### config.mk
export PLATFORM = sky130hd
export DESIGN_NAME = fci_host
export DESIGN_NICKNAME = d
export VERILOG_FILES = /design/src/core/fci_pkg.sv /design/src/core/fci_host.sv
export SDC_FILE = /design/constraint.sdc
export NUM_CORES = 1
export LEC_CHECK = 0
export BUFFER_PORTS_ARGS = -buffer_cell sky130_fd_sc_hd__buf_2
export CAP_MARGIN = 25
export CORE_MARGIN = 8
export CORE_UTILIZATION = 48
export CTS_CLUSTER_SIZE = 14
export DETAILED_ROUTE_END_ITERATION = 7
export PLACE_DENSITY = 0.78
export SETUP_SLACK_MARGIN = 0.05
export SLEW_MARGIN = 20
export SYNTH_ARGS = -nofsm -noshare
export SYNTH_HDL_FRONTEND = slang
export SYNTH_SLANG_ARGS = --single-unit
### constraint.sdc
create_clock -name clk_i -period 3.32 [get_ports clk_i]
set_input_delay 0.332 -clock clk_i [delete_from_list [all_inputs] [get_ports clk_i]]
set_output_delay 0.332 -clock clk_i [all_outputs]
set_load 0.1 [all_outputs]
### src/core/fci_pkg.sv
// constants, encodings and helpers for the flash command host.
// assumes a 125 MHz system clock and a flash wired in word-wide mode.
package fci_pkg;

   // =====================================================================
   // flash command codes
   localparam logic [7:0] CMD_READ_ARRAY   = 8'hFF;
   localparam logic [7:0] CMD_READ_ID      = 8'h90;
   localparam logic [7:0] CMD_READ_STATUS  = 8'h70;
   localparam logic [7:0] CMD_CLEAR_STATUS = 8'h50;
   localparam logic [7:0] CMD_ERASE_SETUP  = 8'h20;
   localparam logic [7:0] CMD_CONFIRM      = 8'hD0;
   localparam logic [7:0] CMD_SUSPEND      = 8'hB0;
   localparam logic [7:0] CMD_PROG_SETUP   = 8'h40;
   localparam logic [7:0] CMD_PROG_ALT     = 8'h10;
   localparam logic [7:0] CMD_UPPER_FILL   = 8'h00;

   // =====================================================================
   // register map, byte addresses on the wishbone side
   localparam logic [7:0] REG_ADDR   = 8'h00;
   localparam logic [7:0] REG_WDATA  = 8'h04;
   localparam logic [7:0] REG_CTRL   = 8'h08;
   localparam logic [7:0] REG_PIN    = 8'h0C;
   localparam logic [7:0] REG_STATUS = 8'h10;
   localparam logic [7:0] REG_RDATA  = 8'h14;
   localparam logic [2:0] PIN_RST    = 3'h1;
   localparam int PIN_PD  = 0;
   localparam int PIN_UNLOCK = 1;
   localparam int PIN_VPP = 2;
   localparam int ST_BUSY = 0;
   localparam int ST_ERR  = 1;
   localparam int ST_ID   = 2;
   localparam int ST_PEND = 3;

   // =====================================================================
   // operations started through the control register
   localparam logic [3:0] OP_RAW_WRITE   = 4'h0;
   localparam logic [3:0] OP_RAW_READ    = 4'h1;
   localparam logic [3:0] OP_READ_ARRAY  = 4'h2;
   localparam logic [3:0] OP_ERASE       = 4'h3;
   localparam logic [3:0] OP_PROGRAM     = 4'h4;
   localparam logic [3:0] OP_READ_STATUS = 4'h5;
   localparam logic [3:0] OP_READ_ID     = 4'h6;
   localparam logic [3:0] OP_CLEAR       = 4'h7;
   localparam logic [3:0] OP_LAST        = 4'h7;

   // =====================================================================
   // bus cycle timing
   localparam int CLK_PS    = 8000;
   localparam int T_AS_NS   = 20;
   localparam int T_WP_NS   = 60;
   localparam int T_WH_NS   = 20;
   localparam int T_ACC_NS  = 100;
   localparam int T_GAP_NS  = 30;
   localparam int CYC_FLOOR = 1;

   // least time in ns to whole clock cycles, never below one
   function automatic logic [7:0] cyc_f(input int ns);
      int c;
      c = (ns * 1000 + CLK_PS - 1) / CLK_PS;
      if (c < CYC_FLOOR) c = CYC_FLOOR;
      return c[7:0];
   endfunction

   localparam logic [7:0] CYC_AS  = cyc_f(T_AS_NS);
   localparam logic [7:0] CYC_WP  = cyc_f(T_WP_NS);
   localparam logic [7:0] CYC_WH  = cyc_f(T_WH_NS);
   localparam logic [7:0] CYC_ACC = cyc_f(T_ACC_NS);
   localparam logic [7:0] CYC_GAP = cyc_f(T_GAP_NS);

   // =====================================================================
   // command codes the flash defines; anything else stays off the bus
   function automatic logic legal_cmd_f(input logic [7:0] c);
      return c == CMD_READ_ARRAY || c == CMD_READ_ID ||
             c == CMD_READ_STATUS || c == CMD_CLEAR_STATUS ||
             c == CMD_ERASE_SETUP || c == CMD_CONFIRM ||
             c == CMD_SUSPEND || c == CMD_PROG_SETUP ||
             c == CMD_PROG_ALT;
   endfunction

   typedef enum logic [2:0] {
      S_IDLE, S_LOAD, S_ADDR, S_WPUL, S_WREC, S_RPUL, S_GAP
   } fci_state_e;

endpackage

### src/core/fci_host.sv
// host controller that drives a boot-block flash through its pins and
// takes its orders from software over a classic wishbone slave.
// assumes the flash strapped word-wide and all pin inputs synchronous.
`timescale 1ns/1ps

// Behaviour
// - host writes ffh to leave identifier mode for array reads.
// - host erases with 20h then d0h, both at an address in the block.
// - host never writes codes outside the defined command set.
// - after program setup the host writes ffh twice to reach the array.
// - command writes carry 00h in the upper byte; flash ignores it.
module fci_host
   import fci_pkg::*;
(
   input  wire logic        clk_i,
   input  wire logic        rst_i,
   input  wire logic        wb_cyc_i,
   input  wire logic        wb_stb_i,
   input  wire logic        wb_we_i,
   input  wire logic [7:0]  wb_adr_i,
   input  wire logic [3:0]  wb_sel_i,
   input  wire logic [31:0] wb_dat_i,
   output logic      [31:0] wb_dat_o,
   output logic             wb_ack_o,
   output logic             ce_n_o,
   output logic             oe_n_o,
   output logic             we_n_o,
   output logic             reset_powerdown_n_o,
   output logic             boot_unlock_o,
   output logic             program_supply_high_o,
   output logic      [16:0] addr_o,
   input  wire logic [15:0] dq_i,
   output logic      [15:0] dq_o,
   output logic             dq_oe_n_o
);

   // =====================================================================
   // sequencer state
   fci_state_e  st_ff, nxt_st;
   logic [7:0]  cnt_ff, nxt_cnt;
   logic [1:0]  step_ff, nxt_step;
   logic [1:0]  nsteps_ff, nxt_nsteps;
   logic [3:0]  op_ff, nxt_op;
   logic        is_rd_ff, nxt_is_rd;
   logic        is_dat_ff, nxt_is_dat;
   logic        ce_n_ff, nxt_ce_n;
   logic        oe_n_ff, nxt_oe_n;
   logic        we_n_ff, nxt_we_n;
   logic        dq_oe_n_ff, nxt_dq_oe_n;
   logic [15:0] dq_ff, nxt_dq;
   logic [16:0] fa_ff, nxt_fa;
   logic [15:0] rdata_ff, nxt_rdata;
   logic        id_mode_ff, nxt_id_mode;
   logic        pend_ff, nxt_pend;

   // =====================================================================
   // wishbone register state
   logic [16:0] addr_ff, nxt_addr;
   logic [15:0] wdata_ff, nxt_wdata;
   logic [2:0]  pin_ff, nxt_pin;
   logic        err_ff, nxt_err;
   logic        ack_ff, nxt_ack;
   logic [31:0] dat_ff, nxt_dat;
   logic        go_ff, nxt_go;
   logic [3:0]  go_op_ff, nxt_go_op;

   logic        busy;
   logic [31:0] merged;
   logic        wb_req;

   // bus steps of each operation: {is_read, is_data, data}
   function automatic logic [17:0] step_f(input logic [3:0]  op,
                                          input logic [1:0]  idx,
                                          input logic [15:0] wd);
      logic [17:0] s;
      s = {2'b00, CMD_UPPER_FILL, CMD_READ_ARRAY};
      case (op)
         OP_RAW_WRITE:   s = {2'b00, CMD_UPPER_FILL, wd[7:0]};
         OP_RAW_READ:    s = {2'b10, 16'h0000};
         OP_READ_ARRAY:  s = {2'b00, CMD_UPPER_FILL, CMD_READ_ARRAY};
         OP_ERASE:       s = (idx == 2'h0) ?
                             {2'b00, CMD_UPPER_FILL, CMD_ERASE_SETUP} :
                             {2'b00, CMD_UPPER_FILL, CMD_CONFIRM};
         OP_PROGRAM:     s = (idx == 2'h0) ?
                             {2'b00, CMD_UPPER_FILL, CMD_PROG_SETUP} :
                             {2'b01, wd};
         OP_READ_STATUS: s = (idx == 2'h0) ?
                             {2'b00, CMD_UPPER_FILL, CMD_READ_STATUS} :
                             {2'b10, 16'h0000};
         OP_READ_ID:     s = (idx == 2'h0) ?
                             {2'b00, CMD_UPPER_FILL, CMD_READ_ID} :
                             {2'b10, 16'h0000};
         OP_CLEAR:       s = {2'b00, CMD_UPPER_FILL, CMD_CLEAR_STATUS};
         default:        s = {2'b10, 16'h0000};
      endcase
      return s;
   endfunction

   // number of bus steps; read array doubles while a program setup is pending
   function automatic logic [1:0] nsteps_f(input logic [3:0] op,
                                           input logic       pend);
      logic [1:0] n;
      n = 2'h1;
      case (op)
         OP_READ_ARRAY:  n = pend ? 2'h2 : 2'h1;
         OP_ERASE,
         OP_PROGRAM,
         OP_READ_STATUS,
         OP_READ_ID:     n = 2'h2;
         default:        n = 2'h1;
      endcase
      return n;
   endfunction

   // byte lane merge for wishbone writes
   function automatic logic [31:0] lane_f(input logic [31:0] old,
                                          input logic [31:0] nw,
                                          input logic [3:0]  sel);
      logic [31:0] r;
      r = old;
      for (int i = 0; i < 4; i++) begin
         if (sel[i]) r[i*8 +: 8] = nw[i*8 +: 8];
      end
      return r;
   endfunction

   assign busy = (st_ff != S_IDLE) || go_ff;

   // =====================================================================
   // sequencer: one bus step at a time, counters pace every phase
   always_comb begin
      logic [17:0] s;
      s           = step_f(op_ff, step_ff, wdata_ff);
      nxt_st      = st_ff;
      nxt_cnt     = cnt_ff;
      nxt_step    = step_ff;
      nxt_nsteps  = nsteps_ff;
      nxt_op      = op_ff;
      nxt_is_rd   = is_rd_ff;
      nxt_is_dat  = is_dat_ff;
      nxt_ce_n    = ce_n_ff;
      nxt_oe_n    = oe_n_ff;
      nxt_we_n    = we_n_ff;
      nxt_dq_oe_n = dq_oe_n_ff;
      nxt_dq      = dq_ff;
      nxt_fa      = fa_ff;
      nxt_rdata   = rdata_ff;
      nxt_id_mode = id_mode_ff;
      nxt_pend    = pend_ff;
      case (st_ff)
         S_IDLE: begin
            if (go_ff) begin
               nxt_op     = go_op_ff;
               nxt_nsteps = nsteps_f(go_op_ff, pend_ff);
               nxt_step   = 2'h0;
               nxt_st     = S_LOAD;
            end
         end
         S_LOAD: begin
            // erase pair reuses the same block address for both writes
            nxt_fa      = addr_ff;
            nxt_is_rd   = s[17];
            nxt_is_dat  = s[16];
            nxt_ce_n    = 1'b0;
            nxt_dq      = s[17] ? 16'h0000 : s[15:0];
            nxt_dq_oe_n = s[17];
            nxt_cnt     = CYC_AS;
            nxt_st      = S_ADDR;
         end
         S_ADDR: begin
            nxt_cnt = cnt_ff - 8'h01;
            if (cnt_ff == 8'h01) begin
               if (is_rd_ff) begin
                  nxt_oe_n = 1'b0;
                  nxt_cnt  = CYC_ACC;
                  nxt_st   = S_RPUL;
               end else begin
                  nxt_we_n = 1'b0;
                  nxt_cnt  = CYC_WP;
                  nxt_st   = S_WPUL;
               end
            end
         end
         S_WPUL: begin
            nxt_cnt = cnt_ff - 8'h01;
            if (cnt_ff == 8'h01) begin
               nxt_we_n = 1'b1;
               nxt_cnt  = CYC_WH;
               nxt_st   = S_WREC;
               // the flash takes the write as we rises; track its mode
               if (!is_dat_ff && dq_ff[7:0] == CMD_READ_ID)
                  nxt_id_mode = 1'b1;
               else if (!is_dat_ff && dq_ff[7:0] == CMD_READ_ARRAY)
                  nxt_id_mode = 1'b0;
               // a program setup byte makes the next write data, even ffh
               nxt_pend = !is_dat_ff && !pend_ff &&
                          (dq_ff[7:0] == CMD_PROG_SETUP ||
                           dq_ff[7:0] == CMD_PROG_ALT);
            end
         end
         S_WREC: begin
            nxt_cnt = cnt_ff - 8'h01;
            if (cnt_ff == 8'h01) begin
               nxt_ce_n    = 1'b1;
               nxt_dq_oe_n = 1'b1;
               nxt_cnt     = CYC_GAP;
               nxt_st      = S_GAP;
            end
         end
         S_RPUL: begin
            nxt_cnt = cnt_ff - 8'h01;
            if (cnt_ff == 8'h01) begin
               nxt_rdata = dq_i;
               nxt_oe_n  = 1'b1;
               nxt_ce_n  = 1'b1;
               nxt_cnt   = CYC_GAP;
               nxt_st    = S_GAP;
            end
         end
         S_GAP: begin
            nxt_cnt = cnt_ff - 8'h01;
            if (cnt_ff == 8'h01) begin
               if (step_ff + 2'h1 < nsteps_ff) begin
                  nxt_step = step_ff + 2'h1;
                  nxt_st   = S_LOAD;
               end else begin
                  nxt_st = S_IDLE;
               end
            end
         end
         default: nxt_st = S_IDLE;
      endcase
   end

   always_ff @(posedge clk_i) begin
      if (rst_i) begin
         st_ff      <= S_IDLE;
         cnt_ff     <= 8'h00;
         step_ff    <= 2'h0;
         nsteps_ff  <= 2'h0;
         op_ff      <= OP_RAW_READ;
         is_rd_ff   <= 1'b0;
         is_dat_ff  <= 1'b0;
         ce_n_ff    <= 1'b1;
         oe_n_ff    <= 1'b1;
         we_n_ff    <= 1'b1;
         dq_oe_n_ff <= 1'b1;
         dq_ff      <= 16'h0000;
         fa_ff      <= 17'h00000;
         rdata_ff   <= 16'h0000;
         id_mode_ff <= 1'b0;
         pend_ff    <= 1'b0;
      end else begin
         st_ff      <= nxt_st;
         cnt_ff     <= nxt_cnt;
         step_ff    <= nxt_step;
         nsteps_ff  <= nxt_nsteps;
         op_ff      <= nxt_op;
         is_rd_ff   <= nxt_is_rd;
         is_dat_ff  <= nxt_is_dat;
         ce_n_ff    <= nxt_ce_n;
         oe_n_ff    <= nxt_oe_n;
         we_n_ff    <= nxt_we_n;
         dq_oe_n_ff <= nxt_dq_oe_n;
         dq_ff      <= nxt_dq;
         fa_ff      <= nxt_fa;
         rdata_ff   <= nxt_rdata;
         id_mode_ff <= nxt_id_mode;
         pend_ff    <= nxt_pend;
      end
   end

   // =====================================================================
   // wishbone slave: one wait state, every address acknowledged
   assign wb_req = wb_cyc_i && wb_stb_i && !ack_ff;

   always_comb begin
      merged    = 32'h00000000;
      nxt_addr  = addr_ff;
      nxt_wdata = wdata_ff;
      nxt_pin   = pin_ff;
      nxt_err   = err_ff;
      nxt_ack   = wb_req;
      nxt_dat   = dat_ff;
      nxt_go    = 1'b0;
      nxt_go_op = go_op_ff;
      if (wb_req && wb_we_i) begin
         case (wb_adr_i)
            REG_ADDR: begin
               merged   = lane_f({15'h0000, addr_ff}, wb_dat_i, wb_sel_i);
               nxt_addr = merged[16:0];
            end
            REG_WDATA: begin
               merged    = lane_f({16'h0000, wdata_ff}, wb_dat_i, wb_sel_i);
               nxt_wdata = merged[15:0];
            end
            REG_CTRL: begin
               // refuse while busy, unknown ops and undefined raw codes
               if (!wb_sel_i[0] || busy || wb_dat_i[3:0] > OP_LAST ||
                   (wb_dat_i[3:0] == OP_RAW_WRITE &&
                    !legal_cmd_f(wdata_ff[7:0]))) begin
                  nxt_err = 1'b1;
               end else begin
                  nxt_go    = 1'b1;
                  nxt_go_op = wb_dat_i[3:0];
               end
            end
            REG_PIN: begin
               if (wb_sel_i[0]) nxt_pin = wb_dat_i[2:0];
            end
            REG_STATUS: begin
               // write one clears; only a refused control write sets it again
               if (wb_sel_i[0] && wb_dat_i[ST_ERR]) nxt_err = 1'b0;
            end
            default: nxt_err = err_ff;
         endcase
      end
      if (wb_req && !wb_we_i) begin
         case (wb_adr_i)
            REG_ADDR:   nxt_dat = {15'h0000, addr_ff};
            REG_WDATA:  nxt_dat = {16'h0000, wdata_ff};
            REG_PIN:    nxt_dat = {29'h00000000, pin_ff};
            REG_STATUS: nxt_dat = {28'h0000000, pend_ff, id_mode_ff,
                                   err_ff, busy};
            REG_RDATA:  nxt_dat = {16'h0000, rdata_ff};
            default:    nxt_dat = 32'h00000000;
         endcase
      end
   end

   always_ff @(posedge clk_i) begin
      if (rst_i) begin
         addr_ff  <= 17'h00000;
         wdata_ff <= 16'h0000;
         pin_ff   <= PIN_RST;
         err_ff   <= 1'b0;
         ack_ff   <= 1'b0;
         dat_ff   <= 32'h00000000;
         go_ff    <= 1'b0;
         go_op_ff <= OP_RAW_READ;
      end else begin
         addr_ff  <= nxt_addr;
         wdata_ff <= nxt_wdata;
         pin_ff   <= nxt_pin;
         err_ff   <= nxt_err;
         ack_ff   <= nxt_ack;
         dat_ff   <= nxt_dat;
         go_ff    <= nxt_go;
         go_op_ff <= nxt_go_op;
      end
   end

   // pins; power-down is held after reset until software releases it
   assign wb_ack_o              = ack_ff;
   assign wb_dat_o              = dat_ff;
   assign ce_n_o                = ce_n_ff;
   assign oe_n_o                = oe_n_ff;
   assign we_n_o                = we_n_ff;
   assign dq_o                  = dq_ff;
   assign dq_oe_n_o             = dq_oe_n_ff;
   assign addr_o                = fa_ff;
   assign reset_powerdown_n_o   = !pin_ff[PIN_PD];
   assign boot_unlock_o         = pin_ff[PIN_UNLOCK];
   assign program_supply_high_o = pin_ff[PIN_VPP];

   // =====================================================================
   // checks
   legal_code_a: assert property (@(posedge clk_i) disable iff (rst_i)
      $fell(we_n_o) && !is_dat_ff |-> legal_cmd_f(dq_o[7:0]))
      else $error("undefined command code driven");

   upper_fill_a: assert property (@(posedge clk_i) disable iff (rst_i)
      $fell(we_n_o) && !is_dat_ff |-> dq_o[15:8] == CMD_UPPER_FILL)
      else $error("command upper byte not filled");

   erase_pair_a: assert property (@(posedge clk_i) disable iff (rst_i)
      $fell(we_n_o) && op_ff == OP_ERASE && step_ff == 2'h1 |->
      dq_o[7:0] == CMD_CONFIRM && addr_o == addr_ff)
      else $error("erase confirm wrong code or block");

   ff_twice_a: assert property (@(posedge clk_i) disable iff (rst_i)
      st_ff == S_IDLE && go_ff && go_op_ff == OP_READ_ARRAY && pend_ff
      |=> nsteps_ff == 2'h2)
      else $error("single ffh after program setup");

   id_leave_a: assert property (@(posedge clk_i) disable iff (rst_i)
      $rose(we_n_o) && !is_dat_ff && dq_o[7:0] == CMD_READ_ARRAY
      |-> !id_mode_ff)
      else $error("identifier mode kept after ffh");

   rw_excl_a: assert property (@(posedge clk_i) disable iff (rst_i)
      !we_n_o |-> oe_n_o && !dq_oe_n_o && !ce_n_o)
      else $error("write strobe without select or data");

   wb_ack_a: assert property (@(posedge clk_i) disable iff (rst_i)
      wb_ack_o |=> !wb_ack_o)
      else $error("ack held two cycles");

endmodule

* Word level (Yosys, flattened, before mapping) *
Index checks and enable logic that the tools add are counted.
W data, S select, Z words.

operators by class
  order comparisons = 2
  bitwise logic cells = 3
  reductions and logical operators = 65
  add/sub/neg operators = 2
  muxes and demuxes = 41
  eq/ne operators = 48

operators with widths
  cell                  count
  $pmux W18 S7          1
  $pmux W17 S5          1
  $eq A8 B8 Y1 const B  6
  $pmux W8 S5           1
  $mux W18              2
  $eq A8 B5 Y1 const B  4
  $eq A8 B7 Y1 const B  4
  $mux W8               4
  $eq A4 B3 Y1 const B  7
  $reduce_and A3 Y1     8
  $ne A2 B2 Y1 const B  11
  $mux W3               7
  $pmux W3 S6           1
  $mux W17              1
  $eq A4 B2 Y1 const B  4
  $eq A8 B4 Y1 const B  2
  $mux W16              1
  $reduce_and A4 Y1     4
  $reduce_bool A2 Y1    7
  $logic_or A1 B1 Y1    13
  $mux W1               11
  $logic_and A1 B1 Y1   10
  $pmux W1 S2           5
  $reduce_and A2 Y1     5
  25 further kinds      41

storage, ports and cells
  input port bits = 65
  output and inout port bits = 73
  word-level logic and storage cells = 188
  bits in registers = 151

* Logic depth before layout (Yosys ltp) *
  depth in word-level cells = 14
  gate-level depth with buffers = 10
  gate-level depth less buffers = 7

* Worst setup path before layout *
No wires, ideal clock.

  path type = reg2reg
  start point = reg cnt_ff[2]
  end point = reg rdata_ff[10]
  clock period less this slack = 2,184 ps
  slack = 1,136 ps
  setup time = 128 ps
  required time = 3,192 ps
  stages on the path, launching flop included = 9
  buffers on the path = 3
  data arrival time = 2,056 ps
  path through = dfxtp_1 -> or4_4 -> or3_1 -> buf_6 -> nor3_4 -> buf_6 -> buf_12 -> mux2i_1 -> nor2_1

on the way
  word-level cells in the longest chain between the ends = 2

ends and longest elaborated chain
  what                         RTL line         source
  from (decl)                  fci_host.sv:40   logic [7:0] cnt_ff, nxt_cnt;
  from (signal assigned)       fci_host.sv:255  cnt_ff <= nxt_cnt;
  $eq A8 B1 Y1                 fci_host.sv:212  if (cnt_ff == 8'h01) begin
  $reduce_and A2 Y1 (no line)  n/a
  to (signal assigned)         fci_host.sv:267  rdata_ff <= nxt_rdata;
  to (decl)                    fci_host.sv:52   logic [15:0] rdata_ff, nxt_rdata;

No other way between the ends.
A chain may end at the register's enable or synchronous reset.

* Final worst setup path *
  start point = reg cnt_ff[2]
  end point = reg rdata_ff[13]

Same word-level chain as after synthesis.

==> key figures <==
Clock network
  • Post-CTS sizing: 0
  • Clk root buf: clkbuf_16
  • Inserted Clock Buffers: 17
  • Clock buffer depth: 2
  • CTS sink count: approximately 140
  • Clock-pin slew on the worst setup and hold paths: 0.06 ns
  • TritonCTS clock tree: done
  • # hold bufs at CTS: 0
  • H-Tree Depth: 4
  • Post-CTS Setup Repair Bufs: 0
  • Worst-Skew Late Latency: just over 0.4 ns

Cells and area
  • Area Overhead vs Synth: 18.1%
  • Fin util: about three fifths
  • Register area: between 2000 and 3000 um^2
  • Footprint of the multi-input gates: 3170 um^2
  • Nets@finish: 880
  • # diodes: 0
  • Non-Filler Instances: between 900 and 1000
  • Layout cells sized above 1: between 20% and 30%
  • Commonest non-fill, non-tap cell in the layout: dfxtp_1
  • FILL cells: 1170
  • Commonest non-fill, non-tap cells in the layout: 136 x dfxtp_1, 105 x nor2_1, 105 x buf_2

Synth
  • Async SR Flop Fraction: 0%
  • Ys flop type: dfxtp_1
  • Synth Register Bits: 136
  • Synth Warn #: 0
  • Post-synth EDFFs: 0
  • Avg Cell Area, Syn: 8.55 um^2
  • Seq/Total Area, Yosys: around 44%
  • Cell area after synthesis: 6220 um^2
  • Post-synthesis cell type count: a little under 60
  • Mapped Cells: around 730

Routing
  • Final wirelength: approximately 17 mm
  • DRT iter0 DRCs: between 500 and 600
  • DRC Markers: 0
  • Vias per cell: around 5.6
  • TritonRoute pass-1 iters: 5
  • Routed Antenna Nets: 0
  • Vias: roughly 5600
  • Wire length per cell: around 17 um

Critical path
  • Critical path type: reg -> reg
  • Critical Path RT: 3.59 ns
  • Worst path depth: 6
  • Slowest stage delay, CP: roughly 0.58 ns
  • Worst Setup Start Kind: flip-flop
  • Critical path buffers and inverters: 1
  • Worst r2r path cells: 6
  • Maximum net fanout on the critical path: 17
  • Worst setup EP type: flip-flop
  • Arrival time at the worst endpoint: about 2.8 ns
  • Crit-path cells: or4_4 > or3_1 > nor3_4 > buf_4 > mux2i_1 > nor2_1
  • Slowest-stage cell, CP: or4_4
  • Top Family by Delay on Critical Path: simple AND/OR/NAND/NOR gates

GRT
  • Vias in the first global route: ~5300
  • First-pass GRT wire length: approximately 27 mm
  • Initial antenna violation count: 0
  • Remaining Overflow, GRT: 0
  • Largest net degree at the start of global routing: a little under 90
  • Total track usage: between 20% and 30%

Timing
  • Fin crit period: 2.50 ns
  • Fin Setup TNS: 0 ns
  • Rel. slew slack: 41.7%
  • Final Cycle Share: 75.3%
  • Final Hold Fails: 0
  • Unrepaired setup endpoints after global routing: no
  • Measured slew at the worst slew-check pin: approximately 0.87 ns
  • Slew Limit Fails: 0
  • Clock Skew: roughly 0.0075 ns
  • Fmax: 0.400 GHz
  • Final setup viols: 0

Placement
  • Placed Cells: approximately 960
  • Port bufs: roughly 110
  • HPWL Detailed: between 10 and 15 mm
  • Routability cong.: around 0.9

Power and ir drop
  • Peak supply drop: between 0.3 and 0.4 mV
  • Final Power: approximately 3.8 mW
  • Reg power frac: ~44%
  • Leak Pwr: 3.07 nW
  • Switch share: 24.6%
  • Pwr dens: ~500 nW/um^2
  • Int Pwr: 2.84 mW
  • Clock power frac: approximately half
  • Combinational fraction of design power: 6.0%
  • NetSw: between 0.9 and 1 mW

Floorplanning
  • FP Rows: around 40
  • Core Area: approximately 13000 um^2
  • Initial Utilization: ~49%
  • Die ar.: between 15000 and 20000 um^2
  • Die Ht: about 130 um
  • Die Width: around 130 um
  • Io pins: roughly 140

Job
  • Max Cap Viol: 0

Worst hold path
  • HP Class: in -> reg
  • Worst hold stages: 3

Outcome
  • Outcome: complete, no violations
==> cell families (layout without fill, tap and decap cells) <==
| logic type | after synthesis | after routing | share of synthesized area [%] |
|---|---|---|---|
| DFF | 136 | 136 | 43.8 |
| buffers and inverters | 78 | 161 | 6.14 |
| xor gates and xnor gates | 4 | 4 | 0.564 |
| AOI/OAI and AO/OA | 160 | 160 | 16.3 |
| muxes | 72 | 72 | 12.3 |
| and+or+nand+nor | 272 | 272 | 20.1 |
| adders and majority gates | 4 | 4 | 0.805 |
| other | 1 | 15 | 0.0603 |
==> Yosys cell counts (3+ instances only) <==
library cell	instances	share of area, %
dfxtp_1	136	44
nor2_1	105	6.3
nand2_1	77	4.6
a21oi_1	59	4.7
mux2i_1	57	9.2
clkbuf_1	43	2.6
o21ai_0	27	2.2
a22oi_1	24	2.9
nor3_1	22	1.8
nand3_1	16	1.3
buf_4	15	1.8
inv_1	15	0.91
mux2_2	13	2.4
nor2b_1	9	0.91
a31oi_1	7	0.70
nand2b_1	7	0.70
or3_1	7	0.70
a211oi_1	6	0.72
nor4_1	6	0.60
nor3b_1	5	0.60
o211ai_1	5	0.60
a221o_1	4	0.64
a221oi_1	4	0.56
ha_1	4	0.81
or2_2	4	0.40
a32oi_1	3	0.42
o22ai_1	3	0.30
o31ai_1	3	0.36
or4_1	3	0.36
xnor2_1	3	0.42
==> worst register-to-register path, stage by stage, from the launching register on <==
cell and delay, ns:
dfxtp_1 0.36, or4_4 0.58, or3_1 0.54, nor3_4 0.23
buf_4 0.32, mux2i_1 0.28, nor2_1 0.06
==> power by group through the flow <==
stage	sequential (mW)	combinational, mW	clock (mW)
6_report	1.66	0.226	1.88
5_1_grt	1.66	0.241	1.97
4_1_cts	1.66	0.224	1.89
3_5_place_dp	1.69	0.223	0
3_3_place_gp	1.69	0.223	0
2_1_floorplan	1.69	0.182	0
==> path summary, 6_finish.rpt <==
path / startpoint / slack, ns / end
max reg2reg: cnt_ff[2] / 0.82 / rdata_ff[13]
max: cnt_ff[2] / 0.82 / rdata_ff[13]
min: dq_i[10] / 0.15 / rdata_ff[10]
min reg2reg: addr_o[5] / 0.45 / addr_o[5]
==> flip-flops by register name, indices dropped and copies added (netlist names), 4 cells and up <==
name and flops:
addr_ff 17, addr_o 17, wb_dat_o 17, dq_o 16
rdata_ff 16, wdata_ff 16, cnt_ff 8, go_op_ff 4
op_ff 4
==> through the flow <==
step,worst slack (ns),instance area [um^2],hold WS [ns]
global placement,0.893,6750,0.437
finish,0.819,7340,0.152
floorplan,1.14,6270,0.436
detailed placement,0.836,6750,0.443
global route,0.716,7340,0.161
CTS,0.839,7340,0.143
==> layout make-up <==
cell class	instances	share of cell area, %
Inverter	15	0.767
Multi-Input combinational cell	527	43.1
Clock inverter	12	1.94
Clock buffer	20	6.08
Timing Repair Buffer	114	8.08
Sequential cell	136	37.1
Tap cell	172	2.93
==> routing by layer <==
layer | GRT usage, % | up-vias | part of all wire, %
met4 | 7.17 | 0 | 1.9
met1 | 24.2 | 2645 | 41
met5 | 0 | - | 0
li1 | - | 2715 | -
met2 | 35.4 | 188 | 50
met3 | 5.83 | 24 | 6.7
(Power assumes the default switching activity.)
